File: config.mk
export PLATFORM = sky130hd
export DESIGN_NAME = frpst_host
export DESIGN_NICKNAME = d
export VERILOG_FILES = /design/src/pkg/frpst_pkg.sv /design/src/logic/frpst_host.sv
export SDC_FILE = /design/constraint.sdc
export NUM_CORES = 1
export LEC_CHECK = 0
export BUFFER_PORTS_ARGS = -buffer_cell sky130_fd_sc_hd__buf_2
export CAP_MARGIN = 20
export CELL_PAD_IN_SITES_DETAIL_PLACEMENT = 0
export CELL_PAD_IN_SITES_GLOBAL_PLACEMENT = 1
export CORE_UTILIZATION = 37
export DETAILED_ROUTE_END_ITERATION = 7
export MAX_ROUTING_LAYER = met4
export PLACE_DENSITY = 0.77
export RECOVER_POWER = 100
export SETUP_SLACK_MARGIN = 0.15
export SLEW_MARGIN = 20
export SYNTH_ARGS = -nofsm -noshare
export SYNTH_HDL_FRONTEND = slang
export SYNTH_SLANG_ARGS = --single-unit
File: constraint.sdc
create_clock -name clk_in -period 2.3 [get_ports clk_in]
set_input_delay 0.345 -clock clk_in [delete_from_list [all_inputs] [get_ports clk_in]]
set_output_delay 0.345 -clock clk_in [all_outputs]
set_load 0.02 [all_outputs]
File: src/pkg/frpst_pkg.sv
// Package of timing constants and encodings for the flash sequencer host
package frpst_pkg;
    localparam int unsigned CLK_MHZ          = 25;
    // Times in ns, cycle counts derived (minimums round up)
    localparam int unsigned READY_ALGO_NS    = 20000;
    localparam int unsigned READY_IDLE_NS    = 500;
    localparam int unsigned RESET_PULSE_NS   = 500;
    localparam int unsigned RESET_HIGH_NS    = 50;
    localparam int unsigned STANDBY_NS       = 20000;
    localparam int unsigned BUSY_VALID_NS    = 90;
    localparam int unsigned UNPROT_SETUP_NS  = 4000;
    localparam int unsigned PROGRAM_TYP_NS   = 9000;
    localparam int unsigned WRITE_PULSE_NS   = 50;
    localparam int unsigned READ_ACC_NS      = 120;
    localparam int unsigned CYC_NS           = 1000 / CLK_MHZ;
    localparam int unsigned READY_ALGO_CYC   =
        (READY_ALGO_NS + CYC_NS - 1) / CYC_NS;
    localparam int unsigned READY_IDLE_CYC   =
        (READY_IDLE_NS + CYC_NS - 1) / CYC_NS;
    localparam int unsigned RESET_PULSE_CYC  =
        (RESET_PULSE_NS + CYC_NS - 1) / CYC_NS;
    localparam int unsigned RESET_HIGH_CYC   =
        (RESET_HIGH_NS + CYC_NS - 1) / CYC_NS;
    localparam int unsigned STANDBY_CYC      =
        (STANDBY_NS + CYC_NS - 1) / CYC_NS;
    localparam int unsigned BUSY_VALID_CYC   =
        (BUSY_VALID_NS + CYC_NS - 1) / CYC_NS;
    localparam int unsigned UNPROT_SETUP_CYC =
        (UNPROT_SETUP_NS + CYC_NS - 1) / CYC_NS;
    localparam int unsigned PROGRAM_TYP_CYC  =
        (PROGRAM_TYP_NS + CYC_NS - 1) / CYC_NS;
    localparam int unsigned WRITE_PULSE_CYC  =
        (WRITE_PULSE_NS + CYC_NS - 1) / CYC_NS;
    localparam int unsigned READ_ACC_CYC     =
        (READ_ACC_NS + CYC_NS - 1) / CYC_NS;
    // Status bit positions on the data bus
    localparam int unsigned SUSPEND_TOGGLE_POS = 2;
    localparam int unsigned PRIMARY_TOGGLE_POS = 6;
    // Protect address bit positions and levels
    localparam int unsigned PROT_SEL_POS     = 6;
    localparam int unsigned PROT_ONE_POS     = 1;
    localparam int unsigned PROT_ZERO_POS    = 0;
    localparam logic [1:0]  OP_WRITE         = 2'h0;
    localparam logic [1:0]  OP_READ          = 2'h1;
    localparam logic [1:0]  OP_PROTECT       = 2'h2;
    localparam logic [1:0]  OP_UNPROTECT     = 2'h3;
    typedef enum logic [3:0] {
        FRPST_IDLE  = 4'h0,
        FRPST_SETUP = 4'h1,
        FRPST_PULSE = 4'h3,
        FRPST_BUSYW = 4'h2,
        FRPST_POLL1 = 4'h6,
        FRPST_POLL2 = 4'h7,
        FRPST_DONE  = 4'h5,
        FRPST_RSTLO = 4'h4,
        FRPST_RSTHI = 4'hc,
        FRPST_UNPRT = 4'hd
    } frpst_state_t;
endpackage
File: src/logic/frpst_host.sv
// Host controller sequencing reset, writes, reads and status polling
`timescale 1ns/10ps
// Notes on behaviour
// - Reset during algorithm: wait 20 us
// - Reset while idle: wait 500 ns
// - Reset high 50 ns before read
// - Standby needs reset low 20 us
// - Sample ready/busy 90 ns after write
// - Toggle bits flip on successive reads
// - Protect: addr1 high, addr0 low, sel
// - Elevated reset 4 us before write
module frpst_host #(
    parameter int unsigned AW      = 18,
    parameter int unsigned DW      = 16,
    parameter int unsigned TIMEOUT = 9000,
    parameter int unsigned ALGO_WAIT = frpst_pkg::READY_ALGO_CYC,
    parameter int unsigned STBY_WAIT = frpst_pkg::STANDBY_CYC
) (
    input  wire logic          clk_in,
    input  wire logic          rst_in,
    input  wire logic          req_in,
    input  wire logic [1:0]    op_in,
    input  wire logic [AW-1:0] addr_in,
    input  wire logic [DW-1:0] wdata_in,
    input  wire logic          reset_req_in,
    input  wire logic          standby_in,
    input  wire logic          byte_mode_in,
    input  wire logic [DW-1:0] flash_dq_in,
    input  wire logic          ready_busy_n_in,
    output logic               busy_out,
    output logic               done_out,
    output logic               timeout_out,
    output logic [DW-1:0]      rdata_out,
    output logic [AW-1:0]      flash_addr_out,
    output logic [DW-1:0]      flash_dq_out,
    output logic               flash_dq_oe_out,
    output logic               flash_ce_n_out,
    output logic               flash_oe_n_out,
    output logic               flash_we_n_out,
    output logic               flash_reset_n_out,
    output logic               flash_unprot_hv_out,
    output logic               flash_byte_n_out
);
    localparam int unsigned CW = 20;
    localparam logic [CW-1:0] ALGO_C = CW'(ALGO_WAIT);
    localparam logic [CW-1:0] STBY_C = CW'(STBY_WAIT);
    localparam logic [CW-1:0] TMO_C  = CW'(TIMEOUT);

    frpst_pkg::frpst_state_t st_r;
    logic [CW-1:0] cnt_r;
    logic [CW-1:0] tmo_r;
    logic [1:0]    op_r;
    logic          algo_r;
    logic          was_stby_r;
    logic [DW-1:0] dq_s1_r, dq_s2_r, prev_r;
    logic          rb_s1_r, rb_s2_r;
    logic          toggled;

    // ----------------------------------------------------------------
    // Pin synchronisers
    // ----------------------------------------------------------------
    always_ff @(posedge clk_in) begin
        dq_s1_r <= flash_dq_in;
        dq_s2_r <= dq_s1_r;
        rb_s1_r <= ready_busy_n_in;
        rb_s2_r <= rb_s1_r;
    end

    // Primary bit compared without a valid sector address
    assign toggled = dq_s2_r[frpst_pkg::PRIMARY_TOGGLE_POS] !=
                     prev_r[frpst_pkg::PRIMARY_TOGGLE_POS];

    // ----------------------------------------------------------------
    // Sequencer
    // ----------------------------------------------------------------
    always_ff @(posedge clk_in) begin
        if (rst_in) begin
            st_r                <= frpst_pkg::FRPST_IDLE;
            cnt_r               <= '0;
            tmo_r               <= '0;
            op_r                <= frpst_pkg::OP_READ;
            algo_r              <= 1'b0;
            was_stby_r          <= 1'b0;
            prev_r              <= '0;
            busy_out            <= 1'b0;
            done_out            <= 1'b0;
            timeout_out         <= 1'b0;
            rdata_out           <= '0;
            flash_addr_out      <= '0;
            flash_dq_out        <= '0;
            flash_dq_oe_out     <= 1'b0;
            flash_ce_n_out      <= 1'b1;
            flash_oe_n_out      <= 1'b1;
            flash_we_n_out      <= 1'b1;
            flash_reset_n_out   <= 1'b1;
            flash_unprot_hv_out <= 1'b0;
            flash_byte_n_out    <= 1'b1;
        end else begin
            done_out <= 1'b0;
            case (st_r)
                frpst_pkg::FRPST_IDLE: begin
                    busy_out <= 1'b0;
                    flash_ce_n_out <= 1'b1;
                    flash_oe_n_out <= 1'b1;
                    flash_we_n_out <= 1'b1;
                    flash_dq_oe_out <= 1'b0;
                    cnt_r <= '0;
                    if (reset_req_in || standby_in) begin
                        was_stby_r <= standby_in;
                        flash_reset_n_out <= 1'b0;
                        busy_out <= 1'b1;
                        st_r <= frpst_pkg::FRPST_RSTLO;
                    end else if (req_in) begin
                        busy_out <= 1'b1;
                        timeout_out <= 1'b0;
                        op_r <= op_in;
                        flash_byte_n_out <= ~byte_mode_in;
                        flash_addr_out <= addr_in;
                        if (op_in == frpst_pkg::OP_PROTECT ||
                            op_in == frpst_pkg::OP_UNPROTECT) begin
                            flash_addr_out[frpst_pkg::PROT_ONE_POS] <= 1'b1;
                            flash_addr_out[frpst_pkg::PROT_ZERO_POS] <= 1'b0;
                            flash_addr_out[frpst_pkg::PROT_SEL_POS] <=
                                (op_in == frpst_pkg::OP_UNPROTECT);
                        end
                        flash_dq_out <= wdata_in;
                        flash_ce_n_out <= 1'b0;
                        if (op_in == frpst_pkg::OP_READ) begin
                            flash_oe_n_out <= 1'b0;
                            st_r <= frpst_pkg::FRPST_PULSE;
                        end else if (op_in == frpst_pkg::OP_WRITE) begin
                            flash_dq_oe_out <= 1'b1;
                            flash_we_n_out <= 1'b0;
                            st_r <= frpst_pkg::FRPST_PULSE;
                        end else begin
                            flash_unprot_hv_out <= 1'b1;
                            st_r <= frpst_pkg::FRPST_UNPRT;
                        end
                    end
                end
                frpst_pkg::FRPST_UNPRT: begin
                    // Elevated reset level before the first write
                    cnt_r <= cnt_r + 1'b1;
                    if (cnt_r >= CW'(frpst_pkg::UNPROT_SETUP_CYC - 1)) begin
                        cnt_r <= '0;
                        flash_dq_oe_out <= 1'b1;
                        flash_we_n_out <= 1'b0;
                        st_r <= frpst_pkg::FRPST_PULSE;
                    end
                end
                frpst_pkg::FRPST_PULSE: begin
                    cnt_r <= cnt_r + 1'b1;
                    if (op_r == frpst_pkg::OP_READ) begin
                        if (cnt_r >= CW'(frpst_pkg::READ_ACC_CYC)) begin
                            rdata_out <= dq_s2_r;
                            flash_oe_n_out <= 1'b1;
                            flash_ce_n_out <= 1'b1;
                            done_out <= 1'b1;
                            st_r <= frpst_pkg::FRPST_IDLE;
                        end
                    end else if (cnt_r >=
                                 CW'(frpst_pkg::WRITE_PULSE_CYC - 1)) begin
                        flash_we_n_out <= 1'b1;
                        flash_ce_n_out <= 1'b1;
                        flash_dq_oe_out <= 1'b0;
                        flash_unprot_hv_out <= 1'b0;
                        cnt_r <= '0;
                        tmo_r <= '0;
                        algo_r <= 1'b1;
                        st_r <= frpst_pkg::FRPST_BUSYW;
                    end
                end
                frpst_pkg::FRPST_BUSYW: begin
                    // Ready/busy ignored until valid
                    cnt_r <= cnt_r + 1'b1;
                    tmo_r <= tmo_r + 1'b1;
                    if (cnt_r >= CW'(frpst_pkg::BUSY_VALID_CYC) + CW'(2)) begin
                        flash_ce_n_out <= 1'b0;
                        flash_oe_n_out <= 1'b0;
                        cnt_r <= '0;
                        st_r <= frpst_pkg::FRPST_POLL1;
                    end
                end
                frpst_pkg::FRPST_POLL1: begin
                    // OE pulsed per status read
                    cnt_r <= cnt_r + 1'b1;
                    tmo_r <= tmo_r + 1'b1;
                    if (cnt_r >= CW'(frpst_pkg::READ_ACC_CYC)) begin
                        prev_r <= dq_s2_r;
                        flash_oe_n_out <= 1'b1;
                        cnt_r <= '0;
                        st_r <= frpst_pkg::FRPST_POLL2;
                    end
                end
                frpst_pkg::FRPST_POLL2: begin
                    // Keep polling until stable or ready
                    cnt_r <= cnt_r + 1'b1;
                    tmo_r <= tmo_r + 1'b1;
                    if (cnt_r == '0) begin
                        flash_oe_n_out <= 1'b0;
                    end else if (cnt_r >= CW'(frpst_pkg::READ_ACC_CYC)) begin
                        flash_oe_n_out <= 1'b1;
                        cnt_r <= '0;
                        prev_r <= dq_s2_r;
                        if (!toggled || rb_s2_r) begin
                            st_r <= frpst_pkg::FRPST_DONE;
                        end else if (tmo_r >= TMO_C) begin
                            // Timeout allows the program duration
                            timeout_out <= 1'b1;
                            st_r <= frpst_pkg::FRPST_DONE;
                        end
                    end
                end
                frpst_pkg::FRPST_DONE: begin
                    flash_ce_n_out <= 1'b1;
                    // A timed-out algorithm may still be running, so a
                    // later reset keeps the long recovery
                    if (!timeout_out) begin
                        algo_r <= 1'b0;
                    end
                    done_out <= 1'b1;
                    st_r <= frpst_pkg::FRPST_IDLE;
                end
                frpst_pkg::FRPST_RSTLO: begin
                    cnt_r <= cnt_r + 1'b1;
                    flash_ce_n_out <= 1'b1;
                    flash_oe_n_out <= 1'b1;
                    flash_we_n_out <= 1'b1;
                    flash_dq_oe_out <= 1'b0;
                    // Low time covers recovery
                    if (was_stby_r ? (standby_in || cnt_r < STBY_C - 1'b1)
                        : cnt_r < (algo_r ? ALGO_C - 1'b1 :
                           CW'(frpst_pkg::RESET_PULSE_CYC +
                               frpst_pkg::READY_IDLE_CYC - 1))) begin
                        st_r <= frpst_pkg::FRPST_RSTLO;
                    end else begin
                        flash_reset_n_out <= 1'b1;
                        algo_r <= 1'b0;
                        cnt_r <= '0;
                        st_r <= frpst_pkg::FRPST_RSTHI;
                    end
                end
                frpst_pkg::FRPST_RSTHI: begin
                    // Reset high before any read
                    cnt_r <= cnt_r + 1'b1;
                    if (cnt_r >= CW'(frpst_pkg::RESET_HIGH_CYC - 1)) begin
                        done_out <= 1'b1;
                        st_r <= frpst_pkg::FRPST_IDLE;
                    end
                end
                default: st_r <= frpst_pkg::FRPST_IDLE;
            endcase
        end
    end
endmodule

# --- Word level (Yosys, flattened, before mapping) ---
# Index checks and enable logic that the tools add are counted.
totals:
  regBits: 158
  inputBits: 59
  out_inout_bits: 60
classes:
  mux: 88
  reduce_logical: 33
  bitwise: 2
  eq_ne: 35
  add_sub_neg: 2
  order_cmp: 7
ops:
  columns: ["cell", "n"]
  rows:
  - ["$mux 20", 9]
  - ["$pmux 20 s8", 1]
  - ["$mux 4", 16]
  - ["$mux 1", 46]
  - ["$add 20x1->20 const B", 2]
  - ["$pmux 20 s2", 1]
  - ["$ne 2x2->1 const B", 18]
  - ["$mux 16", 2]
  - ["$pmux 16 s2", 1]
  - ["$pmux 4 s8", 1]
  - ["$ge 20x1->1 const B", 1]
  - ["$ge 20x14->1 const B", 1]
  - ["$ge 20x2->1 const B", 1]
  - ["$ge 20x3->1 const B", 1]
  - ["$ge 20x7->1 const B", 1]
  - ["$logic_not 20->1", 1]
  - ["$lt 20x9->1", 1]
  - ["$lt 20x9->1 const B", 1]
  - ["$eq 4x3->1 const B", 4]
  - ["$reduce_and 3->1", 5]
  - ["$reduce_and 7->1", 2]
  - ["$ne 3x3->1 const B", 4]
  - ["$pmux 1 s4", 3]
  - ["$reduce_and 10->1", 1]
  - ["other kinds (25)", 43]

# --- Depth between registers and ports, before layout ---
# Gate-level depths: netlist of the first run.
depth:
  depth_word: 7
  mapped_depth: 11
  depth_no_buf: 9

# --- Worst setup path after synthesis of the first run ---
# OpenSTA, ideal clock, no wires.
synth_timing:
  kind: "flip-flop to flip-flop"
  start: "register cnt_r[1]"
  end: "register cnt_r[15]"
  setup_slack_ns: 0.038
  arrival_ns: 2.166
  n_path_buf: 2
  stages_incl_launch_ff: 11
  setup_ns: 0.095
  period_less_slack_ns: 2.262
  required_ns: 2.205
  cell_sequence: "dfxtp_1 > inv_1 > ha_1 > nand2b_1 > a2111oi_1 > a21oi_2 > a41oi_2 > buf_6 > buf_8 > nand3_1 > o311ai_1"
synth_via:
  elab_chain_len: 5
  elab_cells_between_ends: 18
  cone_classes: "add/sub: 1; order compare: 6; mux: 9; reduce/logical: 2"
synth_lines:
  columns: ["element", "line_no", "source"]
  rows:
  - ["start: declaration", "frpst_host.sv:50", "logic [CW-1:0] cnt_r;"]
  - ["start signal: assignment", "frpst_host.sv:143", "cnt_r <= cnt_r + 1'b1;"]
  - ["start signal: assignment", "frpst_host.sv:152", "cnt_r <= cnt_r + 1'b1;"]
  - ["start signal: assignment", "frpst_host.sv:175", "cnt_r <= cnt_r + 1'b1;"]
  - ["$lt 20x9->1", "frpst_host.sv:231", "if (was_stby_r ? (standby_in || cnt_r < STBY_C - 1'b1)"]
  - ["$logic_or 1x1->1", "frpst_host.sv:231", null]
  - ["$mux 1", "frpst_host.sv:231", null]
  - ["$mux 20", "frpst_host.sv:231", null]
  - ["$pmux 20 s8 *", "frpst_host.sv:100", "case (st_r)"]
# Mark *: on every way between the ends. The rest lies on a longest branch, timed or not.
# A chain may end at the register's enable or synchronous reset.

# --- Worst setup path after layout of the first run ---
layout_timing:
  start: "register cnt_r[19]"
  end: "register cnt_r[16]"
# Same word-level chain as after synthesis.

==> results.py, run 1 <==
metrics = {
    "outcome": {
        "status": "complete, but fails checks",
        "violations": "negative setup slack",
    },
    "yosys": {
        "mappedNetlistArea_um2": 5900,
        "synth_top_family_by_area": "simple AND/OR/NAND/NOR gates",
        "synth_cell_types": 66,
        "synth_ff_type": "dfxtp_1",
        "yosysSeqAreaShare_pct": 48.5,
        "synthXorXnorAreaFrac_pct": 3.41,
        "synth-adder-area-share_pct": 2.54,
        "ys_ff_latch": 143,
        "yosys.area_share.simple_pct": 25.4,
        "yosys_warnings": 0,
        "avgSynthCellArea_um2": 8.55,
        "synthMuxAreaShare_pct": 0.678,
        "synth_edf_count": 0,
        "synthArstFlopShare_pct": 0,
        "synth_nets": 761,
        "synth_compound_area_share_pct": 15.4,
        "synthCells": 690,
    },
    "run": {
        "max_cap_viol_count": 0,
    },
    "power": {
        "ir_drop_mv": 0.602,
        "cellPowerDensity_nw_per_um2": 973,
        "p_leak_nw": 3.35,
        "power_mw": 8.40,
    },
    "final_layout": {
        "fin_cells": 1110,
        "layout-drive-gt1-share_pct": 30.9,
        "area_growth_pct": 46.2,
        "n_antenna_cell": 0,
        "final_cell_mix": "nand2_1, dfxtp_1, buf_4, a21oi_1, clkbuf_1",
        "layout.nets": 957,
    },
    "floorplanning": {
        "row_count": 45,
        "core-area_um2": 15400,
        "die_w_um": 128,
        "die-area_um2": 16500,
        "io_pins": 119,
        "die_y_um": 128,
        "start_util_pct": 38.4,
    },
    "timing": {
        "fmax_mhz": 403,
        "fin_worst_skew_ns": 0.00906,
        "rsz0062_at_grt": "true",
        "layout_min_cycle_time_ns": 2.48,
        "worst_slack_ns": -0.183,
        "maxSlewViolCount": 0,
        "setup_violations": 21,
        "worstMarginPinSlew_ns": 0.869,
        "timing.hold.ws_ns": 0.0195,
        "maxSlewHeadroom_pct": 41.8,
        "post-route-period-util_pct": 108,
        "finalHoldViolCount": 0,
    },
    "clock_tree": {
        "cts_buffer_depth": 2,
        "root_buffer": "clkbuf_16",
        "clk-insertion-delay-late_ns": 0.42,
        "cts-buffers-inserted": 17,
        "clock-sinks": 143,
        "cts-htree-levels": 4,
        "clk_pin_slew_ns": 0.07,
        "cts_tree": "yes",
    },
    "worst_hold_path": {
        "min_from": "flash_dq_in[12]",
        "hold_path_class": "in2reg",
    },
    "route": {
        "drc": 0,
        "avgRoutedWirePerCell_um": 15.5,
        "routed_wirelength_um": 17300,
        "first_pass_iters": 5,
        "ant_nets": 0,
        "drt_iter0_markers": 349,
        "vias": 5680,
        "via_per_inst": 5.12,
    },
    "critical_path": {
        "start_kind": "flip-flop",
        "crit_required_ns": 2.63,
        "cp-startpoint": "cnt_r[19]",
        "critPathKind": "reg2reg",
        "cp.arrival_ns": 2.81,
        "path_max_fanout": 6,
        "worstSetupEndpointType": "flip-flop",
        "regToRegStartpoint": "cnt_r[19]",
    },
    "placement": {
        "place_congestion": 0.903,
        "hpwlAfterDp_um": 11300,
        "port_buffers": 118,
        "place_inst": 1050,
    },
    "global_route": {
        "gr-usage-all-layers_pct": 21.2,
        "overflow": 0,
        "grt_pass1_vias": 5481,
        "grt_pass1_wl_um": 26700,
        "grt_max_degree": 37,
        "antenna_found_initial": 0,
    },
}
-- metal layers --
layer / vias up / track usage (%) / wire length, um
met1: 2702 / 26.0 / 7460
met2: 152 / 34.1 / 8680
met3: 28 / 4.72 / 801
li1: 2798 / - / -
met5: - / - / 0
met4: 0 / 7.75 / 305
-- flip-flops by register name (all words and copies together), names as in the netlist, 2 cells and up --
register	flops
flash_dq_out	16
st_r	4
op_r	2
dq_s2_r	16
cnt_r	20
rdata_out	16
dq_s1_r	16
flash_addr_out	18
tmo_r	20
-- through the flow --
stage               setup slack [ns]  utilization (%)  instance area, um^2  setup TNS, ns
CTS                          -0.0918             53.5                 8230         -0.473
floorplan                      0.154                -                 5920              0
global placement             -0.0139             46.8                 7190        -0.0251
detailed placement            -0.104             46.8                 7190         -0.580
global route                  -0.247             56.1                 8630          -5.87
finish                        -0.183             56.1                 8630          -2.18
-- path summary, 6_finish.rpt --
| kind | end | slack, ns | depth (start not counted) |
|---|---|---|---|
| setup / recovery | cnt_r[16] | -0.18 | 9 |
| hold / removal | dq_s1_r[12] | 0.02 | 1 |
| setup reg to reg | cnt_r[16] | -0.18 | 9 |
| hold reg to reg | dq_s2_r[14] | 0.33 | 0 |
-- critical path, cell delays in order (launching register included) --
cell,delay (ns)
dfxtp_1,0.32
or4_1,0.59
nor4_4,0.28
o211a_1,0.21
o211ai_1,0.15
buf_4,0.19
nand4_1,0.09
nand2_2,0.12
buf_12,0.18
o311ai_2,0.25
-- synthesized netlist by cell type, types with 4 or more instances --
cell | instances | area, um^2
nor3_1 | 12 | 60.1
nor4_1 | 8 | 50.1
a31oi_1 | 6 | 37.5
ha_1 | 12 | 150
nand4_1 | 10 | 62.6
xnor2_1 | 8 | 70.1
buf_2 | 10 | 50.1
clkbuf_1 | 23 | 86.3
mux2i_1 | 4 | 40.0
a211o_1 | 4 | 35.0
a21oi_1 | 65 | 325
and3_1 | 15 | 93.8
and2_1 | 4 | 25.0
nor2_1 | 55 | 206
nand3_1 | 30 | 150
inv_1 | 11 | 41.3
nor2b_1 | 4 | 25.0
dfxtp_1 | 143 | 2860
xor2_1 | 15 | 131
a211oi_1 | 4 | 30.0
nand2b_1 | 9 | 56.3
o21ai_0 | 16 | 80.1
a21o_1 | 4 | 30.0
nand2_1 | 144 | 541
o311ai_1 | 5 | 43.8
-- logic make-up (layout without fill, tap and decap cells) --
logic type | count (synthesis) | in the layout
AOI/OAI and AO/OA | 141 | 141
muxes | 4 | 4
buffers and inverters | 51 | 260
and+or+nand+nor | 316 | 316
adders and majority gates | 12 | 12
xor gates and xnor gates | 23 | 23
DFF | 143 | 143
-- power by group --
part / total, mW / switching (mW) / internal, mW
combinational: 2.89 / 1.48 / 1.41
sequential: 2.82 / 0.155 / 2.67
clock: 2.68 / 1.23 / 1.46
-- area by class of cell --
| type | instances | area (um^2) |
|---|---|---|
| Clock buffer | 17 | 425 |
| Multi-Input combinational cell | 496 | 3350 |
| Fill cell | 1361 | 6740 |
| Tap cell | 211 | 264 |
| Sequential cell | 143 | 2880 |
| Timing Repair Buffer | 217 | 1490 |
| Clock inverter | 15 | 173 |
| Inverter | 11 | 48.8 |
-- repair_timing --
action                                  4_1_cts  5_1_grt
gates resized for setup                      77       57
hold endpoints to repair                      0        6
setup buffers                                 7       10
gates cloned                                  2        3
endpoints found under the setup margin       38       80
pin swaps                                    36       34
hold buffers                                  0        6
No activity file was read; power rests on OpenSTA's default activity.
==> inputs of run 2 (changes only) <==
--- a/config.mk
+++ b/config.mk
@@ -9,10 +9,10 @@
 export CAP_MARGIN = 20
 export CELL_PAD_IN_SITES_DETAIL_PLACEMENT = 0
 export CELL_PAD_IN_SITES_GLOBAL_PLACEMENT = 1
-export CORE_UTILIZATION = 37
+export CORE_UTILIZATION = 30
 export DETAILED_ROUTE_END_ITERATION = 7
 export MAX_ROUTING_LAYER = met4
-export PLACE_DENSITY = 0.77
+export PLACE_DENSITY = 0.65
 export RECOVER_POWER = 100
 export SETUP_SLACK_MARGIN = 0.15
 export SLEW_MARGIN = 20
==> results.py, run 2 (synthesis results as in run 1) <==
metrics = {
    "critical_path": {
        "regToRegStartpoint": "algo_r",
        "cp.arrival_ns": 2.62,
        "start_kind": "flip-flop",
        "worstSetupEndpointType": "flip-flop",
        "crit_slowest_cell": "dfxtp_2",
        "crit_chain": "inv_4 > ha_1 > and3_1 > nand3_1 > o211a_1 > o211ai_1 > a41oi_2 > buf_12 > and3_1 > a221o_1",
        "path_max_fanout": 21,
        "cp-startpoint": "algo_r",
        "path_common_cell": "and3_1",
        "slowest_delay_ns": 0.35,
        "critPathKind": "reg2reg",
        "crit_required_ns": 2.61,
    },
    "route": {
        "drt_iter0_markers": 239,
        "wl_met1_um": 7830,
        "first_pass_iters": 4,
        "top_layer": "met4",
        "avgRoutedWirePerCell_um": 14.9,
        "vias": 5497,
        "ant_nets": 0,
        "wl_met2_um": 8400,
        "drc": 0,
        "via_per_inst": 4.82,
        "wl_met3_um": 590,
        "routed_wirelength_um": 17000,
    },
    "timing": {
        "maxSlewHeadroom_pct": 49.4,
        "setup_violations": 2,
        "post-route-period-util_pct": 100,
        "worst_slack_ns": -0.0103,
        "maxSlewViolCount": 0,
        "layout_min_cycle_time_ns": 2.31,
        "rsz0062_at_grt": "true",
        "fin_worst_skew_ns": 0.00738,
        "finalHoldViolCount": 0,
        "fin_tns_setup_ns": -0.0176,
        "worstMarginPinSlew_ns": 0.757,
        "fmax_mhz": 433,
        "timing.hold.ws_ns": 0.0149,
    },
    "floorplanning": {
        "start_util_pct": 31.0,
        "die_y_um": 142,
        "die_w_um": 142,
        "core-area_um2": 19000,
        "row_count": 50,
        "io_pins": 119,
        "die-area_um2": 20200,
    },
    "global_route": {
        "antenna_found_initial": 0,
        "overflow": 0,
        "gr-usage-all-layers_pct": 16.9,
        "grt_pass1_wl_um": 26100,
        "grt_max_degree": 39,
        "grt_pass1_vias": 5238,
    },
    "clock_tree": {
        "root_buffer": "clkbuf_16",
        "cts_buffer_depth": 2,
        "clock-sinks": 143,
        "clk_pin_slew_ns": 0.07,
        "clk-insertion-delay-late_ns": 0.43,
        "cts-htree-levels": 4,
        "cts-buffers-inserted": 17,
        "cts_tree": "yes",
    },
    "final_layout": {
        "seqCellArea_um2": 2890,
        "final_cell_mix": "dfxtp_1, nand2_1, clkbuf_1, buf_4, buf_2",
        "layout.nets": 939,
        "multiInputGateArea_um2": 3430,
        "top_regs": "cnt_r (20), tmo_r (20), flash_addr_out (18)",
        "layout-drive-gt1-share_pct": 33.4,
        "area_growth_pct": 45.3,
        "final_common_cell": "dfxtp_1",
        "fillCellCount": 1888,
        "n_antenna_cell": 0,
    },
    "worst_hold_path": {
        "min_from": "flash_dq_in[7]",
        "hold_path_class": "in2reg",
    },
    "placement": {
        "hpwlAfterDp_um": 11700,
        "port_buffers": 118,
        "dp_slack_ns": -0.0960,
        "place_congestion": 0.849,
    },
    "power": {
        "ir_drop_mv": 0.603,
        "cellPowerDensity_nw_per_um2": 966,
        "p_leak_nw": 3.29,
    },
    "outcome": {
        "status": "complete, but fails checks",
        "violations": "negative setup slack",
    },
    "run": {
        "max_cap_viol_count": 0,
    },
}
-- run 2: cell types whose count changed in the layout (fill, tap and decap cells not counted), moves of 4 or more --
| cell | before | now |
|---|---|---|
| a21oi_1 | 61 | 48 |
| a21oi_2 | 5 | 19 |
| buf_6 | 15 | 7 |
| clkinv_8 | 5 | 1 |
| dfxtp_1 | 135 | 128 |
| dfxtp_2 | 5 | 12 |
| nand2_1 | 135 | 122 |
| nand2_2 | 7 | 3 |
| nand2_4 | 1 | 18 |
| nand3_1 | 18 | 26 |
| nand3_2 | 12 | 4 |
| nor2_1 | 52 | 43 |
| nor2_2 | 0 | 11 |
-- run 2: layout make-up --
cell class,count,share of cell area [%]
clock buffer,17,4.96
tap,260,3.79
multi-input combinational,496,39.9
timing repair buffer,199,14.6
inverter,11,0.540
clock inverter,15,2.47
sequential,143,33.7
-- run 2: power by group --
part | switching [mW] | total, mW | internal, mW
Clock | 1.20 | 2.97 | 1.76
Combinational | 1.31 | 2.47 | 1.16
Sequential | 0.182 | 2.85 | 2.67
Total | 2.69 | 8.28 | 5.59
-- run 2: per-layer routing --
layer  track usage (%)  vias to the layer above
met5                 -                        -
met3              3.40                       18
met4              5.94                        0
met2              26.4                      102
met1              21.6                     2608
li1                  -                     2769
-- run 2: what timing repair did --
item | CTS | global route
pin swaps | 6 | 12
hold buffers | 1 | 3
gates resized for setup | 33 | 127
endpoints found under the setup margin | 37 | 65
setup buffers | 4 | 4
endpoints found under the hold margin | 1 | 3
gates cloned | 0 | 2
-- run 2: per-stage QoR --
| step | total power [mW] | utilization, % | cells | area, um^2 |
|---|---|---|---|---|
| 6_report | 8.28 | 45.1 | 1141 | 8580 |
| 5_1_grt | 8.66 | 45.1 | 1141 | 8580 |
| 4_1_cts | 7.98 | 42.3 | 1132 | 8040 |
| 3_5_place_dp | 4.86 | 37.9 | 1095 | 7210 |
| 3_3_place_gp | 4.82 | 37.9 | 1095 | 7210 |
| 2_1_floorplan | 4.07 | - | 690 | 5920 |
-- run 2: worst max-delay path, delay by kind of cell, from the launching register on --
kind / cells / cell delay [ns]
adders and majority gates: 1 / 0.27
AOI/OAI and AO/OA: 4 / 0.93
DFF: 1 / 0.35
and+or+nand+nor: 3 / 0.40
buffers and inverters: 2 / 0.25
-- run 2: path summary, 6_finish.rpt --
check                           cells after the start         end  slack (ns)
worst max-delay path                               10    cnt_r[8]       -0.01
worst min-delay path                                1  dq_s1_r[7]        0.01
worst max register to register                     10    cnt_r[8]       -0.01
worst min register to register                      0  dq_s2_r[5]        0.33
